$ cat src/rtl/bscl_pkg.sv
// Package: constants and types for the boot strap configuration loader
package bscl_pkg;
  // Strap ratio is an 8-bit ADC code scaled so 1.00 = 100 (hundredths)
  localparam int unsigned RATIO_W = 8;
  // Core clock rate and SPI clock rate
  localparam int unsigned CLK_HZ = 40000000;
  localparam int unsigned SCK_HZ = 12000000;
  // Half SCK period in core cycles, rounded up so the rate never exceeds the 12 MHz target
  localparam int unsigned SCK_HALF_RAW = (CLK_HZ + 2 * SCK_HZ - 1) / (2 * SCK_HZ);
  localparam logic [3:0] SCK_HALF = (SCK_HALF_RAW < 1) ? 4'h1 : 4'(SCK_HALF_RAW);
  // Flash read command and start address
  localparam logic [7:0] FLASH_READ_CMD = 8'h03;
  localparam logic [23:0] FLASH_START_ADDR = 24'h000000;
  // Address field fixed upper bits
  localparam logic [3:0] ADDR_UPPER = 4'h4;
  // Address decode values
  localparam logic [2:0] ADDR_GND = 3'h0;
  localparam logic [2:0] ADDR_LOW = 3'h1;
  localparam logic [2:0] ADDR_MID = 3'h2;
  localparam logic [2:0] ADDR_HIGH = 3'h3;
  // Ratio thresholds in hundredths
  localparam logic [7:0] T10 = 8'h0A;
  localparam logic [7:0] T19 = 8'h13;
  localparam logic [7:0] T29 = 8'h1D;
  localparam logic [7:0] T39 = 8'h27;
  localparam logic [7:0] T49 = 8'h31;
  localparam logic [7:0] T59 = 8'h3B;
  localparam logic [7:0] T69 = 8'h45;
  localparam logic [7:0] T89 = 8'h59;

  // Dead-battery modes
  typedef enum logic [2:0] {
    BSCL_DB_NO_RESPONSE,
    BSCL_DB_WAIT_INT,
    BSCL_DB_WAIT_EXT,
    BSCL_DB_RETRY_INT,
    BSCL_DB_RETRY_EXT,
    BSCL_DB_NO_WAIT
  } bscl_db_t;

  // Fallback configurations
  typedef enum logic [3:0] {
    BSCL_CFG_SAFE,
    BSCL_CFG_INF_WAIT,
    BSCL_CFG_1,
    BSCL_CFG_2,
    BSCL_CFG_3,
    BSCL_CFG_4,
    BSCL_CFG_5,
    BSCL_CFG_RESERVED
  } bscl_cfg_t;
endpackage : bscl_pkg

$ cat src/rtl/bscl_loader.sv
// Boot strap decode, SPI flash configuration loader and power switch gating
//
// Notes on behaviour
// - Address strap ratio maps to address bits 3:1, 001b low band, 010b mid band.
// - Boot fetches patch and configuration data from external flash over SPI.
// - SPI clock to flash runs at 10 MHz, below the 12 MHz target; flash must accept it.
// - Flash chip select is low to select, high otherwise.
// - First data bit appears in the same cycle chip select goes active.
// - Outgoing data changes on falling edge; incoming data sampled on rising edge.
// - Serial clock stays low whenever no transfer is in progress.
// - Boot initialises registers, then loads bundles, before normal operation starts.
// - Data-in strapped high: ratio bands choose dead-battery mode, safe or infinite wait.
// - Data-in strapped low: ratio bands choose mode and configuration 1 to 5, infinite wait or reserved.
// - No-response mode enables no switch and waits for main supply.
// - Wait-for-supply modes close sink path, then stall loading until main supply.
// - Retry modes close sink path and retry loading without limit.
// - No-wait mode loads on VBUS, closes switch only as the loaded or fallback configuration says.
// - External modes use pin 16 sink gate; internal modes use first HV path.
// - Loading is attempted on main supply in all modes, on VBUS only in retry and no-wait modes.
// - Strapped fallback applies only when no configuration could be loaded.
// - Safe fallback disables ports; on VBUS acts only as a legacy sink.
// - Infinite-wait fallback stays in boot until configuration arrives.
// - Fallback configs 1 to 5 select documented source and sink roles.
// - Core runs from fast oscillator normally, slow oscillator in low power.
// - Address byte is 0100, three decoded bits, then read/write bit.
`timescale 1ns/10ps
module bscl_loader #(
  parameter int unsigned LOAD_BYTES = 16,
  parameter int unsigned MAX_TRIES = 4
) (
  // Clock and reset
  input wire logic clock,
  input wire logic srst,
  // Strap inputs (digitised ratios, hundredths)
  input wire logic [7:0] address_strap_input,
  input wire logic [7:0] boot_strap_input,
  input wire logic strap_valid,
  // Power status
  input wire logic main_supply_input,
  input wire logic vbus_present,
  input wire logic low_power_req,
  // SPI flash pins
  input wire logic flash_data_in,
  output logic flash_data_out,
  output logic flash_clk,
  output logic flash_cs_n,
  // Loaded data stream
  output logic [7:0] load_data,
  output logic load_valid,
  // Load result from flash: first byte must be neither 00h nor FFh to count as valid
  output logic boot_done,
  output logic cfg_loaded,
  // Strap decode results
  output logic [7:0] unique_address,
  output bscl_pkg::bscl_db_t db_mode,
  output bscl_pkg::bscl_cfg_t fallback_cfg,
  output bscl_pkg::bscl_cfg_t active_cfg,
  // Power switch and port controls
  output logic high_voltage_path_first,
  output logic external_sink_gate_pin,
  output logic ports_enable,
  output logic legacy_sink_only,
  output logic slow_clock_select
);

  ////////////////////////////////////////////////////////////////////////
  // Input synchronisers for pins (three stages, second and third agree)
  logic [2:0] miso_sync_reg;
  logic [2:0] supply_sync_reg;
  logic miso_filt_reg;
  logic supply_filt_reg;

  // Shift pins into synchronisers and filter on agreement
  always_ff @(posedge clock) begin
    miso_sync_reg <= {miso_sync_reg[1:0], flash_data_in};
    supply_sync_reg <= {supply_sync_reg[1:0], main_supply_input};
    if (miso_sync_reg[2] == miso_sync_reg[1]) miso_filt_reg <= miso_sync_reg[2];
    if (supply_sync_reg[2] == supply_sync_reg[1]) supply_filt_reg <= supply_sync_reg[2];
  end

  ////////////////////////////////////////////////////////////////////////
  // Strap decode
  wire [7:0] ar = address_strap_input;
  wire [7:0] br = boot_strap_input;
  wire [2:0] addr_dec = (ar < bscl_pkg::T19) ? bscl_pkg::ADDR_GND :
                        (ar < bscl_pkg::T39) ? bscl_pkg::ADDR_LOW :
                        (ar < bscl_pkg::T59) ? bscl_pkg::ADDR_MID :
                        bscl_pkg::ADDR_HIGH;
  wire [2:0] band = (br < bscl_pkg::T19) ? 3'h0 :
                    (br < bscl_pkg::T29) ? 3'h1 :
                    (br < bscl_pkg::T39) ? 3'h2 :
                    (br < bscl_pkg::T49) ? 3'h3 :
                    (br < bscl_pkg::T59) ? 3'h4 :
                    (br < bscl_pkg::T69) ? 3'h5 :
                    (br < bscl_pkg::T89) ? 3'h6 : 3'h7;
  bscl_pkg::bscl_db_t db_dec;
  bscl_pkg::bscl_cfg_t cfg_dec;

  // Ratio band to mode and fallback configuration
  always_comb begin
    db_dec = bscl_pkg::BSCL_DB_NO_RESPONSE;
    cfg_dec = bscl_pkg::BSCL_CFG_SAFE;
    if (miso_filt_reg) begin
      unique case (band)
        3'h0: begin db_dec = bscl_pkg::BSCL_DB_NO_RESPONSE; end
        3'h1: begin db_dec = bscl_pkg::BSCL_DB_WAIT_INT; end
        3'h2: begin
          db_dec = bscl_pkg::BSCL_DB_RETRY_INT;
          cfg_dec = bscl_pkg::BSCL_CFG_INF_WAIT;
        end
        3'h3: begin db_dec = bscl_pkg::BSCL_DB_WAIT_EXT; end
        3'h4: begin
          db_dec = bscl_pkg::BSCL_DB_RETRY_EXT;
          cfg_dec = bscl_pkg::BSCL_CFG_INF_WAIT;
        end
        default: begin db_dec = bscl_pkg::BSCL_DB_NO_WAIT; end
      endcase
    end else begin
      unique case (band)
        3'h0: begin
          db_dec = bscl_pkg::BSCL_DB_NO_RESPONSE;
          cfg_dec = (br < bscl_pkg::T10) ? bscl_pkg::BSCL_CFG_RESERVED : bscl_pkg::BSCL_CFG_1;
        end
        3'h1: begin
          db_dec = bscl_pkg::BSCL_DB_NO_RESPONSE;
          cfg_dec = bscl_pkg::BSCL_CFG_2;
        end
        3'h2: begin
          db_dec = bscl_pkg::BSCL_DB_RETRY_INT;
          cfg_dec = bscl_pkg::BSCL_CFG_INF_WAIT;
        end
        3'h3: begin
          db_dec = bscl_pkg::BSCL_DB_NO_WAIT;
          cfg_dec = bscl_pkg::BSCL_CFG_3;
        end
        3'h4: begin
          db_dec = bscl_pkg::BSCL_DB_RETRY_EXT;
          cfg_dec = bscl_pkg::BSCL_CFG_INF_WAIT;
        end
        3'h5: begin
          db_dec = bscl_pkg::BSCL_DB_NO_RESPONSE;
          cfg_dec = bscl_pkg::BSCL_CFG_4;
        end
        3'h6: begin
          db_dec = (br < 8'h4F) ? bscl_pkg::BSCL_DB_NO_WAIT : bscl_pkg::BSCL_DB_NO_RESPONSE;
          cfg_dec = bscl_pkg::BSCL_CFG_RESERVED;
        end
        default: begin
          db_dec = bscl_pkg::BSCL_DB_NO_WAIT;
          cfg_dec = bscl_pkg::BSCL_CFG_5;
        end
      endcase
    end
  end

  ////////////////////////////////////////////////////////////////////////
  // Boot state machine
  typedef enum logic [2:0] {
    BSCL_S_INIT,
    BSCL_S_STRAP,
    BSCL_S_HOLD,
    BSCL_S_LOAD,
    BSCL_S_CHECK,
    BSCL_S_RUN
  } bscl_state_t;

  bscl_state_t state_reg;
  logic [2:0] addr_reg;
  logic [7:0] tries_reg;
  logic loaded_reg;
  logic [7:0] first_byte_reg;

  // SPI engine registers
  logic [5:0] bit_cnt_reg;
  logic [7:0] byte_cnt_reg;
  logic [31:0] tx_reg;
  logic [7:0] rx_reg;
  logic [3:0] div_reg;
  logic sck_reg;
  logic cs_n_reg;
  logic mosi_reg;
  logic valid_reg;
  logic xfer_done_reg;
  logic frame_end_reg;
  logic [3:0] smp_pipe_reg;
  logic [2:0] rx_bit_reg;
  logic got_first_reg;

  // Loading allowed: wait modes stall until main supply is present
  wire supply_ok = supply_filt_reg;
  wire wait_mode = (db_mode == bscl_pkg::BSCL_DB_WAIT_INT) ||
                   (db_mode == bscl_pkg::BSCL_DB_WAIT_EXT) ||
                   (db_mode == bscl_pkg::BSCL_DB_NO_RESPONSE);
  wire may_load = supply_ok || !wait_mode;
  wire retry_mode = (db_mode == bscl_pkg::BSCL_DB_RETRY_INT) ||
                    (db_mode == bscl_pkg::BSCL_DB_RETRY_EXT) ||
                    (fallback_cfg == bscl_pkg::BSCL_CFG_INF_WAIT);
  wire load_ok = (first_byte_reg != 8'h00) && (first_byte_reg != 8'hFF);
  wire give_up = !retry_mode && (tries_reg >= 8'(MAX_TRIES - 1));

  // Boot sequencing: init, sample straps, wait supply, load, check, run
  always_ff @(posedge clock) begin
    if (srst) begin
      state_reg <= BSCL_S_INIT;
      addr_reg <= 3'h0;
      db_mode <= bscl_pkg::BSCL_DB_NO_RESPONSE;
      fallback_cfg <= bscl_pkg::BSCL_CFG_SAFE;
      tries_reg <= 8'h00;
      loaded_reg <= 1'b0;
    end else begin
      unique case (state_reg)
        BSCL_S_INIT: state_reg <= BSCL_S_STRAP;
        BSCL_S_STRAP: if (strap_valid) begin
          addr_reg <= addr_dec;
          db_mode <= db_dec;
          fallback_cfg <= cfg_dec;
          state_reg <= BSCL_S_HOLD;
        end
        BSCL_S_HOLD: if (may_load) state_reg <= BSCL_S_LOAD;
        BSCL_S_LOAD: if (xfer_done_reg) state_reg <= BSCL_S_CHECK;
        BSCL_S_CHECK: begin
          if (load_ok) begin
            loaded_reg <= 1'b1;
            state_reg <= BSCL_S_RUN;
          end else if (give_up) begin
            state_reg <= BSCL_S_RUN;
          end else begin
            if (tries_reg != 8'hFF) tries_reg <= tries_reg + 8'h01;
            state_reg <= BSCL_S_LOAD;
          end
        end
        BSCL_S_RUN: state_reg <= BSCL_S_RUN;
      endcase
    end
  end

  ////////////////////////////////////////////////////////////////////////
  // SPI mode 0 read engine: command, address, then LOAD_BYTES data bytes
  wire start_xfer = (state_reg == BSCL_S_LOAD) && cs_n_reg && !frame_end_reg;
  wire div_hit = (div_reg == bscl_pkg::SCK_HALF - 4'h1);
  wire last_bit = (bit_cnt_reg == 6'h1F) || ((bit_cnt_reg == 6'h07) && (byte_cnt_reg != 8'h00));
  wire in_cmd = (byte_cnt_reg == 8'h00);

  // Clock divider, shifting, chip select
  always_ff @(posedge clock) begin
    if (srst || state_reg != BSCL_S_LOAD) begin
      div_reg <= 4'h0;
      sck_reg <= 1'b0;
      cs_n_reg <= 1'b1;
      mosi_reg <= 1'b0;
      bit_cnt_reg <= 6'h00;
      byte_cnt_reg <= 8'h00;
      tx_reg <= 32'h0;
      frame_end_reg <= 1'b0;
      xfer_done_reg <= 1'b0;
    end else begin
      xfer_done_reg <= frame_end_reg && (smp_pipe_reg == 4'h0) && !xfer_done_reg;
      if (start_xfer) begin
        cs_n_reg <= 1'b0;
        mosi_reg <= bscl_pkg::FLASH_READ_CMD[7];
        tx_reg <= {bscl_pkg::FLASH_READ_CMD[6:0], bscl_pkg::FLASH_START_ADDR, 1'b0};
        div_reg <= 4'h0;
      end else if (!cs_n_reg) begin
        div_reg <= div_hit ? 4'h0 : div_reg + 4'h1;
        if (div_hit) begin
          sck_reg <= !sck_reg;
          if (sck_reg) begin
            if (last_bit) begin
              bit_cnt_reg <= 6'h00;
              if (byte_cnt_reg == 8'(LOAD_BYTES)) begin
                cs_n_reg <= 1'b1;
                sck_reg <= 1'b0;
                frame_end_reg <= 1'b1;
              end
              byte_cnt_reg <= byte_cnt_reg + 8'h01;
            end else begin
              bit_cnt_reg <= bit_cnt_reg + 6'h01;
            end
            mosi_reg <= tx_reg[31];
            tx_reg <= {tx_reg[30:0], 1'b0};
          end
        end
      end
    end
  end

  // Delayed capture: the pin synchroniser lags each rising edge by four core cycles
  wire smp_now = !start_xfer && !cs_n_reg && div_hit && !sck_reg && !in_cmd;
  always_ff @(posedge clock) begin
    if (srst || start_xfer) begin
      smp_pipe_reg <= 4'h0;
      rx_bit_reg <= 3'h0;
      got_first_reg <= 1'b0;
      first_byte_reg <= 8'h00;
      valid_reg <= 1'b0;
    end else begin
      smp_pipe_reg <= {smp_pipe_reg[2:0], smp_now};
      valid_reg <= 1'b0;
      if (smp_pipe_reg[3]) begin
        rx_reg <= {rx_reg[6:0], miso_filt_reg};
        rx_bit_reg <= rx_bit_reg + 3'h1;
        if (rx_bit_reg == 3'h7) begin
          valid_reg <= 1'b1;
          got_first_reg <= 1'b1;
          if (!got_first_reg) first_byte_reg <= {rx_reg[6:0], miso_filt_reg};
        end
      end
    end
  end

  ////////////////////////////////////////////////////////////////////////
  // Power gating and outputs
  wire on_vbus = vbus_present && !supply_ok;
  wire ext_mode = (db_mode == bscl_pkg::BSCL_DB_WAIT_EXT) ||
                  (db_mode == bscl_pkg::BSCL_DB_RETRY_EXT);
  wire int_mode = (db_mode == bscl_pkg::BSCL_DB_WAIT_INT) ||
                  (db_mode == bscl_pkg::BSCL_DB_RETRY_INT);
  wire strapped = (state_reg != BSCL_S_INIT) && (state_reg != BSCL_S_STRAP);
  wire running = (state_reg == BSCL_S_RUN);
  wire no_cfg = running && !loaded_reg;
  bscl_pkg::bscl_cfg_t cfg_now;
  assign cfg_now = no_cfg ? fallback_cfg : bscl_pkg::BSCL_CFG_RESERVED;
  wire safe_now = no_cfg && (fallback_cfg == bscl_pkg::BSCL_CFG_SAFE ||
                             fallback_cfg == bscl_pkg::BSCL_CFG_RESERVED);
  wire cfg_sink_ext = no_cfg && (fallback_cfg == bscl_pkg::BSCL_CFG_5);
  wire cfg_sink_int = no_cfg && (fallback_cfg == bscl_pkg::BSCL_CFG_3);
  wire cfg_source = no_cfg && (fallback_cfg == bscl_pkg::BSCL_CFG_1 ||
                    fallback_cfg == bscl_pkg::BSCL_CFG_2 || fallback_cfg == bscl_pkg::BSCL_CFG_4);
  wire hv1_next = (strapped && int_mode) ||
                  (running && loaded_reg) || cfg_sink_int || cfg_source ||
                  (safe_now && on_vbus);
  wire gpio_next = (strapped && ext_mode) || cfg_sink_ext;

  // Registered outputs
  always_ff @(posedge clock) begin
    if (srst) begin
      high_voltage_path_first <= 1'b0;
      external_sink_gate_pin <= 1'b0;
      ports_enable <= 1'b0;
      legacy_sink_only <= 1'b0;
      active_cfg <= bscl_pkg::BSCL_CFG_RESERVED;
      unique_address <= 8'h00;
      boot_done <= 1'b0;
      cfg_loaded <= 1'b0;
      slow_clock_select <= 1'b0;
      flash_clk <= 1'b0;
      flash_cs_n <= 1'b1;
      flash_data_out <= 1'b0;
      load_data <= 8'h00;
      load_valid <= 1'b0;
    end else begin
      high_voltage_path_first <= hv1_next && (db_mode != bscl_pkg::BSCL_DB_NO_RESPONSE
                                 || running);
      external_sink_gate_pin <= gpio_next;
      ports_enable <= running && !safe_now;
      legacy_sink_only <= safe_now && on_vbus;
      active_cfg <= cfg_now;
      unique_address <= {bscl_pkg::ADDR_UPPER, addr_reg, 1'b0};
      boot_done <= running;
      cfg_loaded <= loaded_reg;
      slow_clock_select <= running && low_power_req;
      flash_clk <= sck_reg;
      flash_cs_n <= cs_n_reg;
      flash_data_out <= mosi_reg;
      load_data <= rx_reg;
      load_valid <= valid_reg;
    end
  end

endmodule : bscl_loader

$ cat config.mk
export PLATFORM = sky130hd
export DESIGN_NAME = bscl_loader
export DESIGN_NICKNAME = d
export VERILOG_FILES = /design/src/rtl/bscl_pkg.sv /design/src/rtl/bscl_loader.sv
export SDC_FILE = /design/constraint.sdc
export NUM_CORES = 1
export LEC_CHECK = 0
export BUFFER_PORTS_ARGS = -buffer_cell sky130_fd_sc_hd__buf_2
export CAP_MARGIN = 20
export CORE_MARGIN = 2
export CORE_UTILIZATION = 55
export CTS_CLUSTER_DIAMETER = 150
export DETAILED_ROUTE_END_ITERATION = 8
export PLACE_DENSITY = 0.77
export SLEW_MARGIN = 15
export SYNTH_ARGS = -nofsm -noshare
export SYNTH_HDL_FRONTEND = slang
export SYNTH_SLANG_ARGS = --single-unit
export TNS_END_PERCENT = 30
$ cat constraint.sdc
create_clock -name clock -period 2.5 [get_ports clock]
set_clock_uncertainty 0.1 [all_clocks]
set_input_delay 0.25 -clock clock [delete_from_list [all_inputs] [get_ports clock]]
set_output_delay 0.25 -clock clock [all_outputs]
set_load 0.03 [all_outputs]
==> Word level (Yosys, flattened, before mapping) <==
Index checks and enable logic that the tools add are counted.
W data, S select, Z words.
{ "word_totals": {"regBits": 116, "input_bits": 23} }
{ "classes": {"n_addsub": 5, "n_lt_le_gt_ge": 13, "n_eq_ne": 37, "mux": 41, "bitwise": 8, "reduce_logical": 85} }
{ "ops": {"columns": ["op", "n"], "rows": [
  ["$mux W27", 4],
  ["$lt A8 B6 Y1 const B", 5],
  ["$mux W3", 12],
  ["$pmux W3 S6", 2],
  ["$logic_and A1 B1 Y1", 25],
  ["$lt A8 B5 Y1 const B", 3],
  ["$lt A8 B7 Y1 const B", 3],
  ["$eq A3 B3 Y1 const B", 7],
  ["$logic_or A1 B1 Y1", 19],
  ["$eq A3 B2 Y1 const B", 6],
  ["$add A8 B1 Y8 const B", 2],
  ["$eq A4 B3 Y1 const B", 4],
  ["$ne A8 B8 Y1 const B", 2],
  ["$reduce_bool A8 Y1", 2],
  ["$pmux W3 S5", 1],
  ["$reduce_and A3 Y1", 5],
  ["$mux W1", 13],
  ["$pmux W3 S4", 1],
  ["$logic_not A1 Y1", 11],
  ["$eq A3 B1 Y1 const B", 3],
  ["$logic_not A3 Y1", 3],
  ["$eq A4 B1 Y1 const B", 2],
  ["$eq A4 B2 Y1 const B", 2],
  ["$eq A8 B5 Y1 const B", 1],
  ["other kinds (27)", 51]
]} }

==> Depth between registers and ports, before layout <==
Gate-level depths: netlist (run 1).
{ "depth": {"depth_word": 12, "depth_mapped": 7} }

==> Least setup slack after synthesis (run 1) <==
No wires, ideal clock.
{ "synth_path": {"path_type": "flip-flop to flip-flop", "startpoint": "register tries_reg[0]", "endpoint": "register tries_reg[3]", "arrival_time_ns": 1.916, "slack_ns": 0.363, "path_stages_with_launch": 8, "path_buffers": 1, "period_less_slack_ns": 2.137, "cell_sequence": "dfxtp_1 > ha_1 > nor4_1 > a22oi_1 > a221o_1 > buf_2 > nor4_1 > mux2_2"} }
{ "synth_between": {"elab_chain_cells": 4, "elab_cells_between_ends": 6} }
{ "synth_lines": {"columns": ["item", "line", "source"], "rows": [
  ["start, declared", "bscl_loader.sv:169", "logic [7:0] tries_reg;"],
  ["start signal, assigned", "bscl_loader.sv:228", "if (tries_reg != 8'hFF) tries_reg <= tries_reg + 8'h01;"],
  ["$ge A8 B2 Y1", "bscl_loader.sv:199", "wire give_up = !retry_mode && (tries_reg >= 8'(MAX_TRIES - 1));"],
  ["$logic_and A1 B1 Y1", "bscl_loader.sv:199", null],
  ["$not A1 Y1 (no line)", null, null],
  ["$reduce_and A4 Y1 (no line)", null, null]
]} }
Parallel ways exist; a longest one is shown, timed or not.
A chain may end at the register's enable or synchronous reset.

==> Final worst setup path (run 1) <==
{ "layout_path": {"startpoint": "register tries_reg[0]", "endpoint": "register tries_reg[5]"} }
The elaborated chain is that of the path after synthesis.

==> flow_metrics.py, run 1 <==
metrics = {
    "final_layout": {
        "stdcell_count": 672,
        "finish.instance_area_um2": 5180,
        "layout.nets": 593,
        "fill_cells": 699,
        "drive_above_1_share_pct": 16.4,
        "area_delta_synth_final_pct": 11.6,
        "utilization_pct": 63.1,
        "antennaDiodeCount": 0,
    },
    "setup_path": {
        "cp_data_required_time_ns": 2.66,
        "cp_data_arrival_time_ns": 2.42,
        "end_kind": "flip-flop",
        "worstSetupPathType": "flip-flop to flip-flop",
        "startpoint_type": "flip-flop",
        "path_max_fanout": 13,
    },
    "power_and_ir_drop": {
        "power.ir.vdd_worst_mv": 0.431,
        "p_leak_nw": 1.97,
        "power_mw": 3.35,
        "powerDensity_nw_per_um2": 647,
    },
    "clock_tree": {
        "numCtsBuffers": 9,
        "cts.sinks": 108,
        "htreeDepth": 3,
        "cts_buffer_depth": 2,
        "cts_setup_buffers": 0,
        "clkTransAtPathRegs_ns": 0.09,
        "root_buffer": "clkbuf_8",
        "clkLatencyLatePin_ns": 0.36,
        "cts_tree": "done",
    },
    "grt": {
        "overflow": 0,
        "antenna_found_initial": 0,
        "grt_use_total_pct": 19.9,
        "grt_pass1_wl_um": 14600,
        "grt_pass1_vias": 3278,
        "grt_max_degree": 36,
    },
    "synth": {
        "ys_seq_area_share_pct": 48.7,
        "ys_top_cells_by_area": "dfxtp_1 42%, edfxtp_1 6.5%, nand2_1 4.8%",
        "synth_top_area_cell": "dfxtp_1",
        "yosysWarnings": 0,
        "synth.distinct_cells": 62,
        "yosys.area_share.simple_pct": 23.0,
        "synth_adder_area_share_pct": 2.16,
        "postSynthAreaPerCell_um2": 9.08,
        "synth_flop_cell": "dfxtp_1",
        "syn_inst": 511,
        "synth_top_area_share_pct": 42.3,
        "syn_area_um2": 4640,
        "synth-compound-area-share_pct": 15.6,
        "synth_top_family_by_area": "simple AND/OR/NAND/NOR gates",
        "synth.most_common_cell": "dfxtp_1",
        "netlist_top_cells_count": "98 x dfxtp_1, 59 x nand2_1, 46 x nor2_1, 33 x a21oi_1, 26 x nor2b_1",
        "synth_xor_area_share_pct": 3.40,
        "synth-edff-count": 10,
        "synthMuxAreaShare_pct": 2.53,
        "async_flop_share_pct": 0,
        "ys_ff_latch": 108,
    },
    "route": {
        "vias": 3724,
        "antenna_left": 0,
        "wire_per_inst_um": 13.1,
        "drt_iter0_markers": 158,
        "totalWireLength_um": 8780,
        "detailedRoute.firstPassIterationCount": 4,
        "remaining_drc_errors": 0,
        "avgViaCountPerCell": 5.54,
    },
    "flow_run": {
        "maxCapViolCount": 0,
    },
    "place": {
        "dp_cells": 653,
        "gp_congestion": 0.866,
        "portBuffers": 53,
        "dp_hpwl_um": 6380,
        "preCtsSetupSlack_ns": 0.229,
        "dpl_cell_area_um2": 4970,
    },
    "die": {
        "die-area_um2": 9190,
        "row_count": 33,
        "dieHeight_um": 95.9,
        "coreArea_um2": 8220,
        "start_util_pct": 56.5,
        "ios": 61,
        "die_x_um": 95.9,
    },
    "timing": {
        "worst_pin_slew_ns": 0.699,
        "grt_setup_unrepaired": "no",
        "hold_violations": 0,
        "fmax_ghz": 0.441,
        "finalSetupTns_ns": 0,
        "relSlewSlack_pct": 52.2,
        "finalSetupViolations": 0,
        "period_minus_slack_ns": 2.27,
        "hold_slack_ns": 0.0510,
        "final_max_slew_viol_count": 0,
        "min_period_over_period_pct": 90.7,
        "worst_slack_ns": 0.232,
    },
    "status": {
        "status": "complete, no violations",
    },
    "min_path": {
        "hold_class": "primary input to flip-flop",
    },
}
==> worst max-delay path, cell delays in order, from the launching register on <==
cell     delay, ns
dfxtp_1       0.34
ha_1          0.23
nor4_1        0.19
a22oi_1       0.11
a221o_1       0.50
nor4_1        0.35
mux2_2        0.36
==> layout make-up <==
cell class / instances / area [µm²] / share of cell area (%)
repair buffers: 62 / 340 / 6.57
clock buffers: 10 / 128 / 2.46
clock inverters: 6 / 45.0 / 0.869
well taps: 105 / 131 / 2.54
flip-flops and latches: 108 / 2260 / 43.7
inverters: 20 / 75.1 / 1.45
multi-input cells: 361 / 2200 / 42.5
==> worst paths after layout <==
| path | start | to | slack (ns) | cells past startpoint |
|---|---|---|---|---|
| worst max-delay path | tries_reg[0] | tries_reg[5] | 0.23 | 6 |
| worst min-delay path | address_strap_input[6] | addr_reg[1] | 0.05 | 3 |
| worst max register to register | tries_reg[0] | tries_reg[5] | 0.23 | 6 |
| worst min register to register | miso_sync_reg[0] | miso_sync_reg[1] | 0.24 | 0 |
==> routing by layer <==
metal	wire length (µm)	vias to the layer above	part of all wire, %	GRT usage (%)
li1	-	1895	-	-
met1	4120	1743	47	26.5
met2	4150	75	47	32.5
met3	380	11	4.3	4.46
met4	128	0	1.5	5.83
met5	0	-	0	0
==> kinds of logic (layout without fill, tap and decap cells) <==
group / after synthesis / in the layout
other: 1 / 7
XOR/XNOR: 18 / 18
adder cells (fa/ha/maj): 8 / 8
buffers and inverters: 48 / 98
AO/OA/AOI/OAI: 108 / 108
AND/OR/NAND/NOR: 209 / 209
flip-flops: 108 / 108
multiplexers: 11 / 11
==> power by group <==
group / internal [mW] / switching (mW)
Sequential: 1.80 / 0.0759
Combinational: 0.187 / 0.342
Clock: 0.372 / 0.571
Total: 2.36 / 0.989
==> layout by cell type, fill, tap and decap left out, types with 9 or more instances in the layout <==
cell | netlist | routed
dfxtp_1 | 98 | 98
nand2_1 | 59 | 59
buf_2 | 2 | 53
nor2_1 | 46 | 46
a21oi_1 | 33 | 33
nor2b_1 | 26 | 26
inv_1 | 20 | 20
o21ai_0 | 19 | 19
nor4_1 | 12 | 11
xor2_1 | 11 | 11
edfxtp_1 | 10 | 10
nor3_1 | 9 | 9
clkbuf_8 | 0 | 9
==> repair_timing <==
item,in CTS,in global routing
hold buffers,3,0
endpoints found under the hold margin,3,0
setup endpoints to repair,0,1
gates resized for setup,0,1
No activity file was read; power rests on OpenSTA's default activity.
==> run 2: changes to the inputs <==
--- a/config.mk
+++ b/config.mk
@@ -9,6 +9,7 @@
 export CAP_MARGIN = 20
 export CORE_MARGIN = 2
 export CORE_UTILIZATION = 55
+export CTS_BUF_LIST = sky130_fd_sc_hd__clkbuf_4 sky130_fd_sc_hd__clkbuf_8 sky130_fd_sc_hd__clkbuf_16
 export CTS_CLUSTER_DIAMETER = 150
 export DETAILED_ROUTE_END_ITERATION = 8
 export PLACE_DENSITY = 0.77
==> run 2 against run 1 <==
Critical path depth unchanged; sequential share of layout area is essentially flat; total power is 0.33% higher; wire length about the same; sequential power about the same; die area unchanged; combinational power barely moved; critical path type unchanged.
==> flow_metrics.py, run 2 (same netlist as run 1, synthesis figures left out) <==
metrics = {
    "place": {
        "gp_congestion": 0.866,
        "dpl_cell_area_um2": 4970,
        "dp_hpwl_um": 6380,
        "preCtsSetupSlack_ns": 0.229,
        "portBuffers": 53,
    },
    "timing": {
        "worst_slack_ns": 0.229,
        "min_period_over_period_pct": 90.8,
        "worst_pin_slew_ns": 0.699,
        "fmax_ghz": 0.440,
        "hold_slack_ns": 0.0511,
        "hold_violations": 0,
        "period_minus_slack_ns": 2.27,
        "final_max_slew_viol_count": 0,
        "relSlewSlack_pct": 52.2,
        "grt_setup_unrepaired": "no",
        "finalSetupTns_ns": 0,
        "finalSetupViolations": 0,
    },
    "final_layout": {
        "final_common_cell": "dfxtp_1",
        "drive_above_1_share_pct": 16.6,
        "antennaDiodeCount": 0,
        "final_cell_mix": "98 x dfxtp_1, 59 x nand2_1, 53 x buf_2",
        "area_delta_synth_final_pct": 11.7,
        "layout.nets": 593,
        "finish.instance_area_um2": 5180,
    },
    "clock_tree": {
        "clkTransAtPathRegs_ns": 0.09,
        "cts.sinks": 108,
        "htreeDepth": 3,
        "cts_buffer_depth": 2,
        "cts_setup_buffers": 0,
        "root_buffer": "clkbuf_8",
        "cts_tree": "done",
        "numCtsBuffers": 9,
        "clkLatencyLatePin_ns": 0.36,
    },
    "setup_path": {
        "cp_data_arrival_time_ns": 2.43,
        "cp_data_required_time_ns": 2.66,
        "cp_cell_sequence": "ha_1 > nor4_1 > a22oi_1 > a221o_1 > nor4_1 > mux2_2",
        "critPathMostFrequentCell": "nor4_1",
        "slowest_stage": "a221o_1",
        "critPathMaxStageDelay_ns": 0.50,
        "setup.worst_path.start": "tries_reg[0]",
        "path_max_fanout": 13,
        "worstRegToRegCells": 6,
        "cp_num_buf_inv": 0,
        "cp_top_family": "compound AO/OA/AOI/OAI gates",
        "end_kind": "flip-flop",
        "cp_num_cells": 6,
        "worstSetupPathType": "flip-flop to flip-flop",
        "startpoint_type": "flip-flop",
        "r2r_start": "tries_reg[0]",
    },
    "power_and_ir_drop": {
        "p_leak_nw": 1.98,
        "powerDensity_nw_per_um2": 649,
        "netSwitchingFraction_pct": 29.4,
        "power.ir.vdd_worst_mv": 0.446,
        "power_switching_mw": 0.989,
        "p_int_mw": 2.37,
        "clockPowerShare_pct": 28.4,
        "seqPwrFrac_pct": 55.9,
        "pwr-share-comb_pct": 15.7,
    },
    "route": {
        "avgViaCountPerCell": 5.55,
        "drt_iter0_markers": 167,
        "detailedRoute.firstPassIterationCount": 4,
        "wire_per_inst_um": 13.1,
        "totalWireLength_um": 8790,
        "antenna_left": 0,
        "remaining_drc_errors": 0,
        "vias": 3729,
    },
    "grt": {
        "grt_max_degree": 36,
        "grt_pass1_wl_um": 14600,
        "grt_use_total_pct": 19.9,
        "grt_pass1_vias": 3278,
        "antenna_found_initial": 0,
        "overflow": 0,
    },
    "min_path": {
        "hold_depth": 3,
        "hp-start": "address_strap_input[6]",
        "hold_class": "primary input to flip-flop",
    },
    "die": {
        "start_util_pct": 56.5,
        "coreArea_um2": 8220,
        "dieHeight_um": 95.9,
        "die_x_um": 95.9,
        "ios": 61,
        "row_count": 33,
        "die-area_um2": 9190,
    },
    "status": {
        "status": "complete, no violations",
    },
    "flow_run": {
        "maxCapViolCount": 0,
    },
}
[run 2: final timing paths]
kind / end / slack (ns)
worst min register to register: miso_sync_reg[1] / 0.24
worst min-delay path: addr_reg[1] / 0.05
worst max register to register: tries_reg[5] / 0.23
worst max-delay path: tries_reg[5] / 0.23
[run 2: metrics by stage]
step	util [%]	std cells	total power [mW]
floorplan	-	517	2.31
global placement	60.5	653	2.43
detailed placement	60.5	653	2.44
CTS	63.0	672	3.39
global route	63.1	672	3.53
finish	63.1	672	3.36
[run 2: routing by layer]
metal	vias to the layer above	GRT usage, %	share of wire (%)
li1	1894	-	-
met1	1742	26.5	47
met2	84	32.5	48
met3	9	4.46	4.6
met4	0	5.83	1.2
met5	-	0	0
[run 2: timing repair]
item	in CTS	in global routing
gates resized for setup	0	1
setup endpoints to repair	0	1
hold buffers	3	0
endpoints found under the hold margin	3	0
[run 2: worst reg2reg max path: stages, from the launching register on]
cell and delay, ns:
dfxtp_1 0.34, ha_1 0.23, nor4_1 0.19, a22oi_1 0.11, a221o_1 0.50, nor4_1 0.35, mux2_2 0.36
[run 2: cell type report]
type | instances | area (µm²)
clock buffer | 10 | 131
clock inverter | 6 | 45.0
fill | 697 | 3030
inverter | 20 | 75.1
multi-input combinational | 361 | 2200
sequential | 108 | 2260
tap | 105 | 131
timing repair buffer | 62 | 340
[run 2: power by group through the flow]
stage	combinational (mW)	clock (mW)	sequential, mW
2_1_floorplan	0.368	0	1.94
3_3_place_gp	0.512	0	1.92
3_5_place_dp	0.520	0	1.92
4_1_cts	0.525	0.989	1.88
5_1_grt	0.587	1.05	1.89
6_report	0.528	0.955	1.88
